==> src/rtl/cbt_defs.svh <==
// Purpose: constants of the clock and boot-timing controller
// Assumes: byte addresses on a 32-bit APB, one register per word
// Notes:   delays are counted in slow rc periods, not in clk cycles
`ifndef CBT_DEFS_SVH
`define CBT_DEFS_SVH

////////////////////////////////////////////////////////////////////////////////
// register byte addresses
`define CBT_A_MODE      8'h00
`define CBT_A_XTAL      8'h04
`define CBT_A_TRIM      8'h08
`define CBT_A_MISC      8'h0c
`define CBT_A_STAT      8'h10

// reset values
`define CBT_MODE_RST    8'hf4
`define CBT_XTAL_RST    8'h00
`define CBT_TRIM_RST    8'h80
`define CBT_MISC_RST    8'h00

// field positions
`define CBT_XTAL_EN_BIT 7
`define CBT_FAST_EN_BIT 4
`define CBT_SLOW_EN_BIT 2
`define CBT_WDT_EN_BIT  2
`define CBT_ST_WDT_BIT  2

// clock mode codes
`define CBT_CM_DIV2     8'h34
`define CBT_CM_DIV4     8'h14
`define CBT_CM_DIV8     8'h3c
`define CBT_CM_DIV16    8'h1c
`define CBT_CM_DIV32    8'h7c
`define CBT_CM_SLOW     8'he4

// divider values
`define CBT_DV1         7'h01
`define CBT_DV2         7'h02
`define CBT_DV4         7'h04
`define CBT_DV8         7'h08
`define CBT_DV16        7'h10
`define CBT_DV32        7'h20
`define CBT_DV64        7'h40

// fast rc calibration target, for reference only
`define CBT_TRIM_TARGET_MHZ 16

// delays in slow rc periods
`define CBT_BOOT_FAST   19'h0002d
`define CBT_BOOT_NORM   19'h00bb8
`define CBT_WAKE_FAST   19'h0002d
`define CBT_WAKE_SLOW   19'h00bb8
`define CBT_WDT_0       19'h02000
`define CBT_WDT_1       19'h04000
`define CBT_WDT_2       19'h10000
`define CBT_WDT_3       19'h40000

`endif

==> src/rtl/cbt_pkg.sv <==
// Purpose: types of the clock and boot-timing controller
// Assumes: constants live in cbt_defs.svh
// Notes:   state of each module is one packed struct
package cbt_pkg;

   typedef enum logic [1:0] {
      CBT_BOOT = 2'b00,
      CBT_RUN  = 2'b01,
      CBT_WAKE = 2'b10
   } cbt_state_e;

   typedef enum logic [1:0] {
      CBT_SRC_FAST = 2'b00,
      CBT_SRC_SLOW = 2'b01,
      CBT_SRC_XTAL = 2'b10
   } cbt_src_e;

   typedef struct packed {
      logic        active;
      logic [18:0] cnt;
      logic        done;
   } cbt_cnt_s;

   typedef struct packed {
      logic        pready;
      logic        pslverr;
      logic [31:0] prdata;
      logic [7:0]  clk_mode;
      logic [7:0]  xtal_ctl;
      logic [7:0]  trim;
      logic [7:0]  misc;
      cbt_src_e    src;
      logic [6:0]  div;
      logic        uncal;
      logic        wdt_flag;
      logic        started;
      cbt_state_e  state;
      logic        run;
      logic        wdt_expire;
      logic [2:0]  rc_sync;
      logic        rc_lvl;
   } cbt_top_s;

endpackage : cbt_pkg

==> src/rtl/cbt_delay.sv <==
// Purpose: counts slow rc periods up to a limit and flags completion
// Assumes: tick is a one-cycle pulse per slow rc period, limit stable while active
// Notes:   done is a one-cycle pulse; start restarts, stop abandons
`timescale 1ns/1ns
module cbt_delay
   import cbt_pkg::*;
(
   input  wire logic        clk,
   input  wire logic        rstn,
   input  wire logic        tick,
   input  wire logic        start,
   input  wire logic        stop,
   input  wire logic [18:0] limit,
   output logic             done
);

   cbt_cnt_s s_r;
   cbt_cnt_s s_nxt;

   ////////////////////////////////////////////////////////////////////////////////
   // counts rc ticks from start, so the first period may be partial and done up to one period early
   always_comb begin
      s_nxt      = s_r;
      s_nxt.done = 1'b0;
      if (stop) begin
         s_nxt.active = 1'b0;
         s_nxt.cnt    = 19'h00000;
      end else if (start) begin
         s_nxt.active = 1'b1;
         s_nxt.cnt    = 19'h00000;
      end else if (s_r.active && tick) begin
         s_nxt.cnt = 19'(s_r.cnt + 19'h00001);
         if (s_nxt.cnt == limit) begin
            s_nxt.done   = 1'b1;
            s_nxt.active = 1'b0;
         end
      end
   end

   always_ff @(posedge clk or negedge rstn) begin
      if (!rstn) begin
         s_r <= '0;
      end else begin
         s_r <= s_nxt;
      end
   end

   assign done = s_r.done;

   done_count_a: assert property (@(posedge clk) disable iff (!rstn)
      done |-> $past(s_r.cnt) == 19'(limit - 19'h00001) && $past(tick))
      else $error("delay finished before its limit of slow periods");

endmodule : cbt_delay

==> src/rtl/cbt_ctrl.sv <==
// Purpose: clock and boot-timing controller with an APB register port
// Assumes: straps and option pins are static; slow_rc_osc is the raw slow rc
// Notes:   no wait state on any APB access; outputs come from flip-flops
`timescale 1ns/1ns
`include "cbt_defs.svh"

module cbt_ctrl
   import cbt_pkg::*;
(
   input  wire logic        clk,
   input  wire logic        rstn,
   input  wire logic        psel,
   input  wire logic        penable,
   input  wire logic        pwrite,
   input  wire logic [7:0]  paddr,
   input  wire logic [31:0] pwdata,
   output logic             pready,
   output logic             pslverr,
   output logic [31:0]      prdata,
   input  wire logic        slow_rc_osc,
   input  wire logic        fast_boot_opt,
   input  wire logic        fast_wake_opt,
   input  wire logic        cal_valid,
   input  wire logic [7:0]  cal_mode,
   input  wire logic        wake_req,
   input  wire logic        wdt_kick,
   output logic             xtal_osc_en,
   output logic             fast_rc_en,
   output logic             slow_rc_en,
   output logic [1:0]       system_clock_select_src,
   output logic [6:0]       system_clock_select_div,
   output logic [7:0]       fast_rc_trim,
   output logic             cpu_run,
   output logic             wdt_reset
);

   cbt_top_s    s_r;
   cbt_top_s    s_nxt;
   logic        boot_done;
   logic        wake_done;
   logic        wdt_done;
   logic        rc_tick;
   logic        boot_start;
   logic        wake_start;
   logic        wdt_on;
   logic        wdt_restart;
   logic [18:0] boot_lim;
   logic [18:0] wake_lim;
   logic [18:0] wdt_lim;
   logic        wr_done;

   ////////////////////////////////////////////////////////////////////////////////
   // clock mode code to {hit, source, divider}; unknown codes miss
   function automatic logic [9:0] cm_decode(input logic [7:0] code);
      case (code)
         `CBT_CM_DIV2:  cm_decode = {1'b1, CBT_SRC_FAST, `CBT_DV2};
         `CBT_CM_DIV4:  cm_decode = {1'b1, CBT_SRC_FAST, `CBT_DV4};
         `CBT_CM_DIV8:  cm_decode = {1'b1, CBT_SRC_FAST, `CBT_DV8};
         `CBT_CM_DIV16: cm_decode = {1'b1, CBT_SRC_FAST, `CBT_DV16};
         `CBT_CM_DIV32: cm_decode = {1'b1, CBT_SRC_FAST, `CBT_DV32};
         `CBT_CM_SLOW:  cm_decode = {1'b1, CBT_SRC_SLOW, `CBT_DV1};
         default:       cm_decode = 10'h000;
      endcase
   endfunction : cm_decode

   ////////////////////////////////////////////////////////////////////////////////
   // timing requests toward the three slow rc counters
   assign rc_tick     = s_nxt.rc_lvl && !s_r.rc_lvl;
   assign boot_start  = !s_r.started;
   assign wake_start  = (s_r.state == CBT_RUN) && wake_req;
   assign wdt_on      = s_r.misc[`CBT_WDT_EN_BIT];
   assign wdt_restart = wdt_kick || s_r.wdt_expire || (wdt_on && !s_r.started);
   assign wr_done     = psel && penable && s_r.pready && pwrite && !s_r.pslverr;

   // option pins are straps, so the limits stay put while a count runs
   assign boot_lim = fast_boot_opt ? `CBT_BOOT_FAST : `CBT_BOOT_NORM;
   assign wake_lim = fast_wake_opt ? `CBT_WAKE_FAST : `CBT_WAKE_SLOW;

   always_comb begin
      case (s_r.misc[1:0])
         2'h0:    wdt_lim = `CBT_WDT_0;
         2'h1:    wdt_lim = `CBT_WDT_1;
         2'h2:    wdt_lim = `CBT_WDT_2;
         default: wdt_lim = `CBT_WDT_3;
      endcase
   end

   cbt_delay u_boot (
      .clk   (clk),
      .rstn  (rstn),
      .tick  (rc_tick),
      .start (boot_start),
      .stop  (1'b0),
      .limit (boot_lim),
      .done  (boot_done)
   );

   cbt_delay u_wake (
      .clk   (clk),
      .rstn  (rstn),
      .tick  (rc_tick),
      .start (wake_start),
      .stop  (1'b0),
      .limit (wake_lim),
      .done  (wake_done)
   );

   // restarts on kick, expiry or misc write; stop sees the enable being written
   cbt_delay u_wdt (
      .clk   (clk),
      .rstn  (rstn),
      .tick  (rc_tick),
      .start (wdt_restart || (wr_done && paddr == `CBT_A_MISC)),
      .stop  (!s_nxt.misc[`CBT_WDT_EN_BIT]),
      .limit (wdt_lim),
      .done  (wdt_done)
   );

   ////////////////////////////////////////////////////////////////////////////////
   // next state: apb slave, clock selection, boot and wake sequencing
   always_comb begin
      logic [9:0] dec;
      dec   = 10'h000;
      s_nxt = s_r;

      // slow rc sampled through three flops; level moves once two agree
      s_nxt.rc_sync = {s_r.rc_sync[1:0], slow_rc_osc};
      if (s_r.rc_sync[1] == s_r.rc_sync[2]) begin
         s_nxt.rc_lvl = s_r.rc_sync[2];
      end

      s_nxt.started    = 1'b1;
      s_nxt.wdt_expire = wdt_done;
      if (wdt_done) begin
         s_nxt.wdt_flag = 1'b1;
      end

      // setup cycle latches the answer so pready and prdata leave flops
      s_nxt.pready = psel && !penable;
      if (psel && !penable) begin
         s_nxt.pslverr = 1'b0;
         s_nxt.prdata  = 32'h00000000;
         case (paddr)
            `CBT_A_MODE: s_nxt.prdata[7:0] = s_r.clk_mode;
            `CBT_A_XTAL: s_nxt.prdata[7:0] = s_r.xtal_ctl;
            `CBT_A_TRIM: s_nxt.prdata[7:0] = s_r.trim;
            `CBT_A_MISC: s_nxt.prdata[7:0] = s_r.misc;
            `CBT_A_STAT: s_nxt.prdata[5:0] = {s_r.src, s_r.uncal, s_r.wdt_flag,
                                              s_r.state == CBT_WAKE, s_r.run};
            default:     s_nxt.pslverr = 1'b1;
         endcase
      end

      if (wr_done) begin
         case (paddr)
            `CBT_A_MODE: begin
               s_nxt.clk_mode = pwdata[7:0];
               dec            = cm_decode(pwdata[7:0]);
               // new source takes effect on this very write
               if (dec[9]) begin
                  s_nxt.src   = cbt_src_e'(dec[8:7]);
                  s_nxt.div   = dec[6:0];
                  s_nxt.uncal = 1'b0;
               end
            end
            `CBT_A_XTAL: s_nxt.xtal_ctl = pwdata[7:0];
            `CBT_A_TRIM: s_nxt.trim     = pwdata[7:0];
            `CBT_A_MISC: s_nxt.misc     = pwdata[7:0];
            `CBT_A_STAT: begin
               // a new expiry in the same cycle keeps the flag set
               if (pwdata[`CBT_ST_WDT_BIT] && !wdt_done) begin
                  s_nxt.wdt_flag = 1'b0;
               end
            end
            default: s_nxt.misc = s_r.misc;
         endcase
      end

      case (s_r.state)
         CBT_BOOT: begin
            s_nxt.run = 1'b0;
            if (boot_done) begin
               s_nxt.state = CBT_RUN;
               s_nxt.run   = 1'b1;
               if (cal_valid) begin
                  dec            = cm_decode(cal_mode);
                  s_nxt.clk_mode = cal_mode;
                  s_nxt.src      = cbt_src_e'(dec[8:7]);
                  s_nxt.div      = dec[6:0];
               end else begin
                  // mode register untouched; fallback source by boot speed
                  s_nxt.uncal = 1'b1;
                  s_nxt.src   = fast_boot_opt ? CBT_SRC_FAST : CBT_SRC_SLOW;
                  s_nxt.div   = fast_boot_opt ? `CBT_DV64 : `CBT_DV1;
               end
            end
         end
         CBT_RUN: begin
            if (wake_start) begin
               s_nxt.state = CBT_WAKE;
               s_nxt.run   = 1'b0;
            end
         end
         CBT_WAKE: begin
            if (wake_done) begin
               s_nxt.state = CBT_RUN;
               s_nxt.run   = 1'b1;
            end
         end
         default: s_nxt.state = CBT_BOOT;
      endcase
   end

   always_ff @(posedge clk or negedge rstn) begin
      if (!rstn) begin
         s_r          <= '0;
         s_r.clk_mode <= `CBT_MODE_RST;
         s_r.xtal_ctl <= `CBT_XTAL_RST;
         s_r.trim     <= `CBT_TRIM_RST;
         s_r.misc     <= `CBT_MISC_RST;
         s_r.src      <= CBT_SRC_SLOW;
         s_r.div      <= `CBT_DV1;
         s_r.state    <= CBT_BOOT;
      end else begin
         s_r <= s_nxt;
      end
   end

   ////////////////////////////////////////////////////////////////////////////////
   // outputs straight from the state flops
   assign pready       = s_r.pready;
   assign pslverr      = s_r.pslverr;
   assign prdata       = s_r.prdata;
   assign xtal_osc_en  = s_r.xtal_ctl[`CBT_XTAL_EN_BIT];
   assign fast_rc_en   = s_r.clk_mode[`CBT_FAST_EN_BIT];
   assign slow_rc_en   = s_r.clk_mode[`CBT_SLOW_EN_BIT];
   assign system_clock_select_src   = s_r.src;
   assign system_clock_select_div   = s_r.div;
   assign fast_rc_trim = s_r.trim;
   assign cpu_run      = s_r.run;
   assign wdt_reset    = s_r.wdt_expire;

   ////////////////////////////////////////////////////////////////////////////////
   // checks
   xtal_enable_a: assert property (@(posedge clk) disable iff (!rstn)
      wr_done && paddr == `CBT_A_XTAL |=> xtal_osc_en == $past(pwdata[7]))
      else $error("crystal enable does not follow its control bit");

   div2_select_a: assert property (@(posedge clk) disable iff (!rstn)
      wr_done && paddr == `CBT_A_MODE && pwdata[7:0] == `CBT_CM_DIV2
      |=> system_clock_select_src == CBT_SRC_FAST && system_clock_select_div == `CBT_DV2)
      else $error("mode 34h did not give fast rc divided by 2");

   div32_select_a: assert property (@(posedge clk) disable iff (!rstn)
      wr_done && paddr == `CBT_A_MODE && pwdata[7:0] == `CBT_CM_DIV32
      |=> system_clock_select_src == CBT_SRC_FAST && system_clock_select_div == `CBT_DV32)
      else $error("mode 7ch did not give fast rc divided by 32");

   slow_select_a: assert property (@(posedge clk) disable iff (!rstn)
      wr_done && paddr == `CBT_A_MODE && pwdata[7:0] == `CBT_CM_SLOW
      |=> system_clock_select_src == CBT_SRC_SLOW && system_clock_select_div == `CBT_DV1)
      else $error("mode e4h did not give undivided slow rc");

   boot_hold_a: assert property (@(posedge clk) disable iff (!rstn)
      s_r.state == CBT_BOOT |-> !cpu_run)
      else $error("execution allowed during boot delay");

   wdt_limit_a: assert property (@(posedge clk) disable iff (!rstn)
      s_r.misc[1:0] == 2'h3 |-> wdt_lim == 19'h40000)
      else $error("watchdog field 11 does not select 262144 periods");

   wake_hold_a: assert property (@(posedge clk) disable iff (!rstn)
      wake_start |=> !cpu_run ##0 s_r.state == CBT_WAKE)
      else $error("execution not held at wake-up");

   trim_write_a: assert property (@(posedge clk) disable iff (!rstn)
      wr_done && paddr == `CBT_A_TRIM |=> fast_rc_trim == $past(pwdata[7:0]))
      else $error("trim write lost");

   uncal_keep_a: assert property (@(posedge clk) disable iff (!rstn)
      s_r.state == CBT_BOOT && boot_done && !cal_valid
      |=> s_r.clk_mode == $past(s_r.clk_mode) && cpu_run)
      else $error("uncalibrated boot altered the mode register");

endmodule : cbt_ctrl

==> config.mk <==
export PLATFORM = sky130hd
export DESIGN_NAME = cbt_ctrl
export DESIGN_NICKNAME = d
export VERILOG_FILES = /design/src/rtl/cbt_pkg.sv /design/src/rtl/cbt_delay.sv /design/src/rtl/cbt_ctrl.sv
export VERILOG_INCLUDE_DIRS = /design/src /design/src/rtl
export SDC_FILE = /design/constraint.sdc
export NUM_CORES = 1
export LEC_CHECK = 0
export BUFFER_PORTS_ARGS = -buffer_cell sky130_fd_sc_hd__buf_2
export CAP_MARGIN = 20
export CELL_PAD_IN_SITES_DETAIL_PLACEMENT = 0
export CELL_PAD_IN_SITES_GLOBAL_PLACEMENT = 1
export CORE_MARGIN = 8
export CORE_UTILIZATION = 40
export DETAILED_ROUTE_END_ITERATION = 8
export PLACE_DENSITY = 0.84
export SLEW_MARGIN = 10
export SYNTH_ARGS = -nofsm -noshare
export SYNTH_HDL_FRONTEND = slang
export SYNTH_SLANG_ARGS = --single-unit
==> constraint.sdc <==
create_clock -name clk -period 2.2 [get_ports clk]
set_input_delay 0.44 -clock clk [delete_from_list [all_inputs] [get_ports clk]]
set_output_delay 0.44 -clock clk [all_outputs]
set_load 0.1 [all_outputs]
=== Yosys cells after proc, flatten, opt, wreduce, memory -nomap -nowiden ===
Cells that the tools add are included.
Widths: inputs -> output; s select.

* Reductions and logical operators: 36
* Muxes and demuxes: 52
* Equality and inequality tests: 31
* Add/sub/neg operators: 3

{| class="wikitable"
|+ Operators by type and width
! operator !! number
|-
| $mux 20 || 4
|-
| $mux 8 || 8
|-
| $mux 21 || 3
|-
| $mux 10 || 6
|-
| $pmux 10 s6 || 1
|-
| $add 19x1->19 const B || 3
|-
| $pmux 19 s3 || 1
|-
| $pmux 8 s6 || 1
|-
| $mux 43 || 1
|-
| $eq 8x5->1 const B || 5
|-
| $eq 19x12->1 || 2
|-
| $eq 8x6->1 const B || 4
|-
| $pmux 6 s5 || 1
|-
| $mux 12 || 2
|-
| $eq 19x19->1 || 1
|-
| $mux 1 || 17
|-
| $eq 8x4->1 const B || 2
|-
| $eq 8x7->1 const B || 2
|-
| $eq 8x8->1 const B || 2
|-
| $logic_and 1x1->1 || 13
|-
| $reduce_and 2->1 || 6
|-
| $ne 2x1->1 const B || 5
|-
| $mux 3 || 3
|-
| $eq 8x3->1 const B || 1
|-
| other kinds (16) || 28
|}

* Bits of input ports: 59
* Register bits: 125

=== Longest topological paths before layout ===
* Word-level depth: 11
* Gate-level depth with buffers: 10
* Mapped depth without buffers: 8

=== Cells and area by module ===
Synthesis repeated with hierarchy kept, for this count alone.

* Cells, all modules: 899
* Area, all modules: 8446.9 um^2

{| class="wikitable"
|+ Modules (own cells, without submodules)
! module !! times used !! area each (um^2) !! cells each
|-
| cbt_ctrl || 1 || 3582.2 || 318
|-
| cbt_delay (u_boot ...) || 2 || 1616.6 || 193
|-
| cbt_delay (u_wdt) || 1 || 1631.6 || 195
|}

=== Worst setup path after synthesis ===
Ideal clock, no wire load.

* Path kind: register to register
* From: register s_r (netlist bit pready)
* To: register s_r (netlist bit system_clock_select_div[4])
* Period minus slack after synthesis: 2442 ps
* Arrival: 2312 ps
* Path slack: -242 ps
* Path buffers: 1
* Cell stages (with the launch flop): 8
* Cell sequence: dfrtp_1 nand3_1 nor3b_1 and4_1 clkbuf_1 o21ai_1 a32oi_1 o21ai_0

{| class="wikitable"
|+ RTL lines
! what !! RTL line !! text
|-
| start: declaration || cbt_ctrl.sv:37 || <nowiki>cbt_top_s s_r;</nowiki>
|-
| start signal: assignment || cbt_ctrl.sv:225 || <nowiki>s_r <= s_nxt;</nowiki>
|}

=== Final worst setup path ===
* From: register u_wake.s_r[6] (netlist name)
* To: register u_wake.s_r[20] (netlist name)

* Word-level cells in the longest chain between the ends: 4

{| class="wikitable"
|+ Ends and longest elaborated chain
! what !! RTL line !! text
|-
| start: declaration || cbt_delay.sv:17 || <nowiki>cbt_cnt_s s_r;</nowiki>
|-
| start signal: assignment || cbt_delay.sv:44 || <nowiki>s_r <= s_nxt;</nowiki>
|-
| $add 19x1->19 || cbt_delay.sv:32 || <nowiki>s_nxt.cnt = 19'(s_r.cnt + 19'h00001);</nowiki>
|-
| $eq 19x12->1 || cbt_delay.sv:33 || <nowiki>if (s_nxt.cnt == limit) begin</nowiki>
|-
| $reduce_bool 2->1 (no source line) || -- ||
|-
| $reduce_and 2->1 (no source line) || -- ||
|}

Every way passes these cells.
A chain may end at the register's enable or synchronous reset.

==> Implementation_results.wiki <==
{| class="wikitable"
! Metric !! Value
|-
| Setup total negative slack || -0.122 ns
|-
| Critical Path Max Stage Delay || approximately 0.55 ns
|-
| Library cell contributing the largest single delay on the critical path || sky130_fd_sc_hd__or4_4
|-
| Max Freq || around 440 MHz
|-
| Failing checks || setup timing
|-
| Leading cell types by total area after synthesis || sky130_fd_sc_hd__dfrtp_1 (40%), sky130_fd_sc_hd__xnor2_1 (5.2%), sky130_fd_sc_hd__buf_4 (5.0%), sky130_fd_sc_hd__mux2_2 (4.6%), sky130_fd_sc_hd__nor2_1 (3.8%)
|-
| Cells along the critical path || nand3_4 > or4_4 > xor2_2 > or4_4 > a22oi_2 > o2111a_2 > nor2_1
|-
| Sort of element at the end of the critical path || flop
|-
| Skew-Pair Late Insertion Delay || ~0.43 ns
|-
| Data arrival time of the critical path || about 2.6 ns
|-
| Post-synth top flop || sky130_fd_sc_hd__dfrtp_1
|-
| Status || complete, but fails checks
|-
| Cell Count, Final, Fillers Out || ~1,200
|-
| Internal reg-to-reg setup slack || -0.07 ns
|-
| End-of-flow core utilization || 51.6%
|-
| Pre-CTS worst setup slack || -0.125 ns
|-
| Maximum number of pins on one net before global-route repair || 48
|-
| Fraction of power consumed by the clock network || about half
|-
| Starting utilization of the core area || around 41%
|-
| Period utilisation layout || 103%
|-
| Weighted congestion at the end of routability-driven global placement || about 0.86
|-
| Number of global-route vias before repair || roughly 6,200
|-
| Average cell area after synthesis || ~9.4 sq um
|-
| Total placed cells including tap cells || about 1,100
|-
| Async set or reset register ratio after synthesis || 100%
|-
| RSZ-0062 raised after global routing || true
|-
| Share of total power consumed by net switching || between 30 and 40%
|-
| Wire length of the first global-routing pass || 30.7 mm
|-
| Internal || around 3.9 mW
|-
| VDD IR-drop max || ~0.55 mV
|-
| Detailed placer's ending HPWL || 13.2 mm
|-
| Num rows || between 40 and 50
|-
| Top-level I/O count || ~120
|-
| Worst Path Required || 2.51 ns
|-
| Number of enable-type register cells in the synthesized netlist || 0
|-
| Area growth from synthesis to final layout || 25.8%
|-
| Maximum capacitance violations || 0
|-
| Post-route worst setup slack || -0.0684 ns
|-
| Final count of pins violating max slew || 0
|-
| Buffer levels on the longest clock path || 2
|-
| Hold buffer count at CTS || 0
|-
| Cell taking the most area after synthesis || sky130_fd_sc_hd__dfrtp_1
|-
| Critical path's most frequent cell || sky130_fd_sc_hd__or4_4
|-
| Register bit total from synthesis || between 100 and 150
|-
| Initial antenna violation count || 0
|-
| Setup violations, final || 3
|-
| Sequential cell fraction of total power || 41.4%
|-
| Worst-path fanout max || 3
|-
| Die area || approximately 23,000 sq um
|-
| Antenna-violating nets left || 0
|-
| Number of warning messages in the yosys log || 0
|-
| Area after DPL || approximately 8400 sq um
|-
| CP Class || reg -> reg
|-
| Worst-Margin Slew || roughly 0.62 ns
|-
| Net Switching || 1.72 mW
|-
| Type of the worst min-delay path || in -> async
|-
| Die width || 152 um
|-
| Part of the Yosys area used for sequential elements || 42.5%
|-
| CTS tree || yes
|-
| Startpoint types || flop
|-
| Terminus of the critical flop-to-flop path || u_wake.s_r[20]
|-
| Via count normalized by instance count || 5.28
|-
| Lkg Pwr || around 4.2 nW
|-
| Min cycle time layout || 2.27 ns
|-
| Power density relative to cell area || between 600 and 700 nW/um^2
|-
| Number of diodes added for antenna fixing || 0
|-
| Reg2Reg Depth || 7
|-
| Clock sinks || ~130
|-
| Total clock buffers created by CTS || 17
|-
| Max-slew headroom at the worst pin || approximately three fifths
|-
| Final cell area excluding filler cells || roughly 9300 sq um
|-
| Area inside the core boundary || 18,000 sq um
|-
| Buffering stage count on the worst path with inverters included || 0
|-
| Number of iterations in the first detailed-routing pass || 5
|-
| Worst R2R Start || u_wake.s_r[6]
|-
| Number of distinct standard cells referenced by the synthesized netlist || 75
|-
| 1st-iter DRT viols || about 350
|-
| Setup skew after layout || a little under 0.009 ns
|-
| CTS H-tree lvls || 4
|-
| Vertical extent of the die || between 150 and 200 um
|-
| Routed wire per std cell || 15.6 um
|-
| Congestion Overflow GR || 0
|-
| NumNets Final || around 990
|-
| Logic gate share of total power || a little under a tenth
|-
| Post-synthesis cell area || between 7000 and 8000 sq um
|-
| Number of vias after detailed routing || 6,132
|-
| Synth Instances || roughly 790
|-
| Total DRC errors in the routed layout || 0
|-
| Gate family responsible for the most delay along the worst path || simple AND/OR/NAND/NOR gates
|-
| Overall track demand over capacity in global routing || 15.8%
|-
| Total length of routed wires || 18.1 mm
|-
| Area fraction of the dominant cell type after synthesis || roughly two fifths
|-
| Clock-pin transition on the worst setup and hold timing paths || around 0.06 ns
|-
| Hold violation total from the final report || 0
|-
| Root buffer cell || sky130_fd_sc_hd__clkbuf_16
|-
| Number of buffers added on ports || 66
|-
| Fraction of layout cells with a size suffix above 1 || 31.6%
|}
[cells in the final DEF (no fill, tap or decap), types with 5 or more instances in the layout]
cell type / n
sky130_fd_sc_hd__a31oi_1: 5
sky130_fd_sc_hd__dfrtp_1: 115
sky130_fd_sc_hd__xnor2_1: 44
sky130_fd_sc_hd__nand4_1: 20
sky130_fd_sc_hd__conb_1: 25
sky130_fd_sc_hd__dfstp_2: 8
sky130_fd_sc_hd__clkbuf_16: 17
sky130_fd_sc_hd__nand2b_1: 12
sky130_fd_sc_hd__ha_1: 5
sky130_fd_sc_hd__nor2_1: 75
sky130_fd_sc_hd__nor3_1: 16
sky130_fd_sc_hd__buf_4: 111
sky130_fd_sc_hd__and2_1: 26
sky130_fd_sc_hd__inv_1: 16
sky130_fd_sc_hd__and3_1: 12
sky130_fd_sc_hd__buf_2: 65
sky130_fd_sc_hd__nand2_1: 70
sky130_fd_sc_hd__nand3_1: 33
sky130_fd_sc_hd__a21boi_0: 5
sky130_fd_sc_hd__or3_1: 5
sky130_fd_sc_hd__mux2i_1: 12
sky130_fd_sc_hd__a21oi_1: 20
sky130_fd_sc_hd__a221oi_1: 6
sky130_fd_sc_hd__inv_8: 8
sky130_fd_sc_hd__a22oi_1: 7
sky130_fd_sc_hd__o21ai_0: 19
sky130_fd_sc_hd__mux2_2: 30
sky130_fd_sc_hd__xor2_1: 29
sky130_fd_sc_hd__and4_1: 5
[area by class of cell]
type                       instances  area [sq um]
timing repair buffer             181          1250
tap                              229           287
clock buffer                      17           425
fill                            1659          8730
clock inverter                    15           165
multi-input combinational        578          3960
inverter                          17          63.8
sequential                       125          3140
[synth_stat cells, types with 4 or more instances]
cell                         n
sky130_fd_sc_hd__buf_2      10
sky130_fd_sc_hd__ha_1        8
sky130_fd_sc_hd__xnor2_1    44
sky130_fd_sc_hd__and3_1     12
sky130_fd_sc_hd__dfstp_2     8
sky130_fd_sc_hd__a31oi_1     5
sky130_fd_sc_hd__a211oi_1    5
sky130_fd_sc_hd__nand2_1    70
sky130_fd_sc_hd__and2_1     26
sky130_fd_sc_hd__dfrtp_1   117
sky130_fd_sc_hd__buf_4      49
sky130_fd_sc_hd__nand4_1    20
sky130_fd_sc_hd__and4_1      8
sky130_fd_sc_hd__nand2b_1   12
sky130_fd_sc_hd__or3_1       5
sky130_fd_sc_hd__nand4b_1    4
sky130_fd_sc_hd__a221oi_1    6
sky130_fd_sc_hd__a22oi_1     7
sky130_fd_sc_hd__a21boi_0    5
sky130_fd_sc_hd__nand3_1    35
sky130_fd_sc_hd__a21oi_1    20
sky130_fd_sc_hd__nor2_1     75
sky130_fd_sc_hd__xor2_1     30
sky130_fd_sc_hd__nor3b_1     5
sky130_fd_sc_hd__clkbuf_1   26
sky130_fd_sc_hd__mux2i_1    12
sky130_fd_sc_hd__nor3_1     18
sky130_fd_sc_hd__nor4b_1     4
sky130_fd_sc_hd__inv_1      16
sky130_fd_sc_hd__nor4_1     10
sky130_fd_sc_hd__o21ai_0    19
sky130_fd_sc_hd__mux2_2     30
[sequential cells by signal, summed over array words and instances (netlist names)]
signal / count
pready: 1
fast_rc_trim: 8
slow_rc_en: 1
u_wdt.s_r: 20
wdt_reset: 1
u_boot.s_r: 20
system_clock_select_div: 7
u_wake.s_r: 20
u_boot.done: 1
xtal_osc_en: 1
s_r: 28
s_nxt: 2
prdata: 8
system_clock_select_src: 2
cpu_run: 1
fast_rc_en: 1
u_wake.done: 1
u_wdt.done: 1
pslverr: 1
[power groups by stage]
stage,Combinational (mW),Sequential [mW],Clock [mW]
2_1_floorplan,0.403,2.41,0
3_3_place_gp,0.534,2.38,0
3_5_place_dp,0.537,2.38,0
4_1_cts,0.538,2.34,2.85
5_1_grt,0.568,2.34,2.96
6_report,0.536,2.34,2.78
[routing by layer]
| metal | wire, um | GRT usage [%] | part of all wire, % | vias to the layer above |
|---|---|---|---|---|
| met5 | 0 | 0 | 0 | - |
| met3 | 807 | 3.58 | 4.5 | 21 |
| met1 | 8080 | 19.7 | 45 | 3000 |
| met2 | 8980 | 26.5 | 50 | 154 |
| met4 | 240 | 5.00 | 1.3 | 0 |
| li1 | - | - | - | 2957 |
[worst max-delay path by stage]
| stage | cells past startpoint | to | start | slack [ns] |
|---|---|---|---|---|
| final | 7 | u_wake.s_r[20] | u_wake.s_r[6] | -0.07 |
| after floorplan | 9 | u_wake.s_r[20] | u_wake.s_r[4] | -0.09 |
| after global placement | 9 | u_wdt.s_r[20] | u_wdt.s_r[1] | -0.11 |
| after detailed placement | 9 | u_wdt.s_r[20] | u_wdt.s_r[1] | -0.13 |
| after global routing | 8 | u_wdt.s_r[20] | u_wdt.s_r[2] | -0.18 |
| after CTS | 7 | u_wake.s_r[20] | u_wake.s_r[6] | -0.07 |
[kinds of logic (layout without fill, tap and decap cells)]
group,Yosys count,count (layout),share of synthesized area [%]
buf+inv,105,230,8.01
compound gates,104,104,9.74
xor+xnor,74,74,8.77
fa+ha+maj,9,9,1.49
flops,125,125,42.5
other cells,2,25,0.102
mux,44,44,6.81
simple gates,322,322,22.6
[what timing repair did]
action,in CTS,in global routing
resized for setup,14,22
setup endpoints to repair,3,6
pin swaps,4,11
setup buffers,4,5
[worst register-to-register path, stage by stage (launching register included)]
cell	delay, ns
sky130_fd_sc_hd__dfrtp_1	0.39
sky130_fd_sc_hd__nand3_4	0.12
sky130_fd_sc_hd__or4_4	0.56
sky130_fd_sc_hd__xor2_2	0.17
sky130_fd_sc_hd__or4_4	0.47
sky130_fd_sc_hd__a22oi_2	0.18
sky130_fd_sc_hd__o2111a_2	0.23
sky130_fd_sc_hd__nor2_1	0.05
[per-stage QoR]
stage	hold slack, ns	total power, mW
floorplan	0.144	2.81
global placement	0.332	2.92
detailed placement	0.341	2.92
CTS	0.0233	5.73
global route	0.0494	5.87
finish	0.0176	5.66
Power figures use the tool's default switching activity.
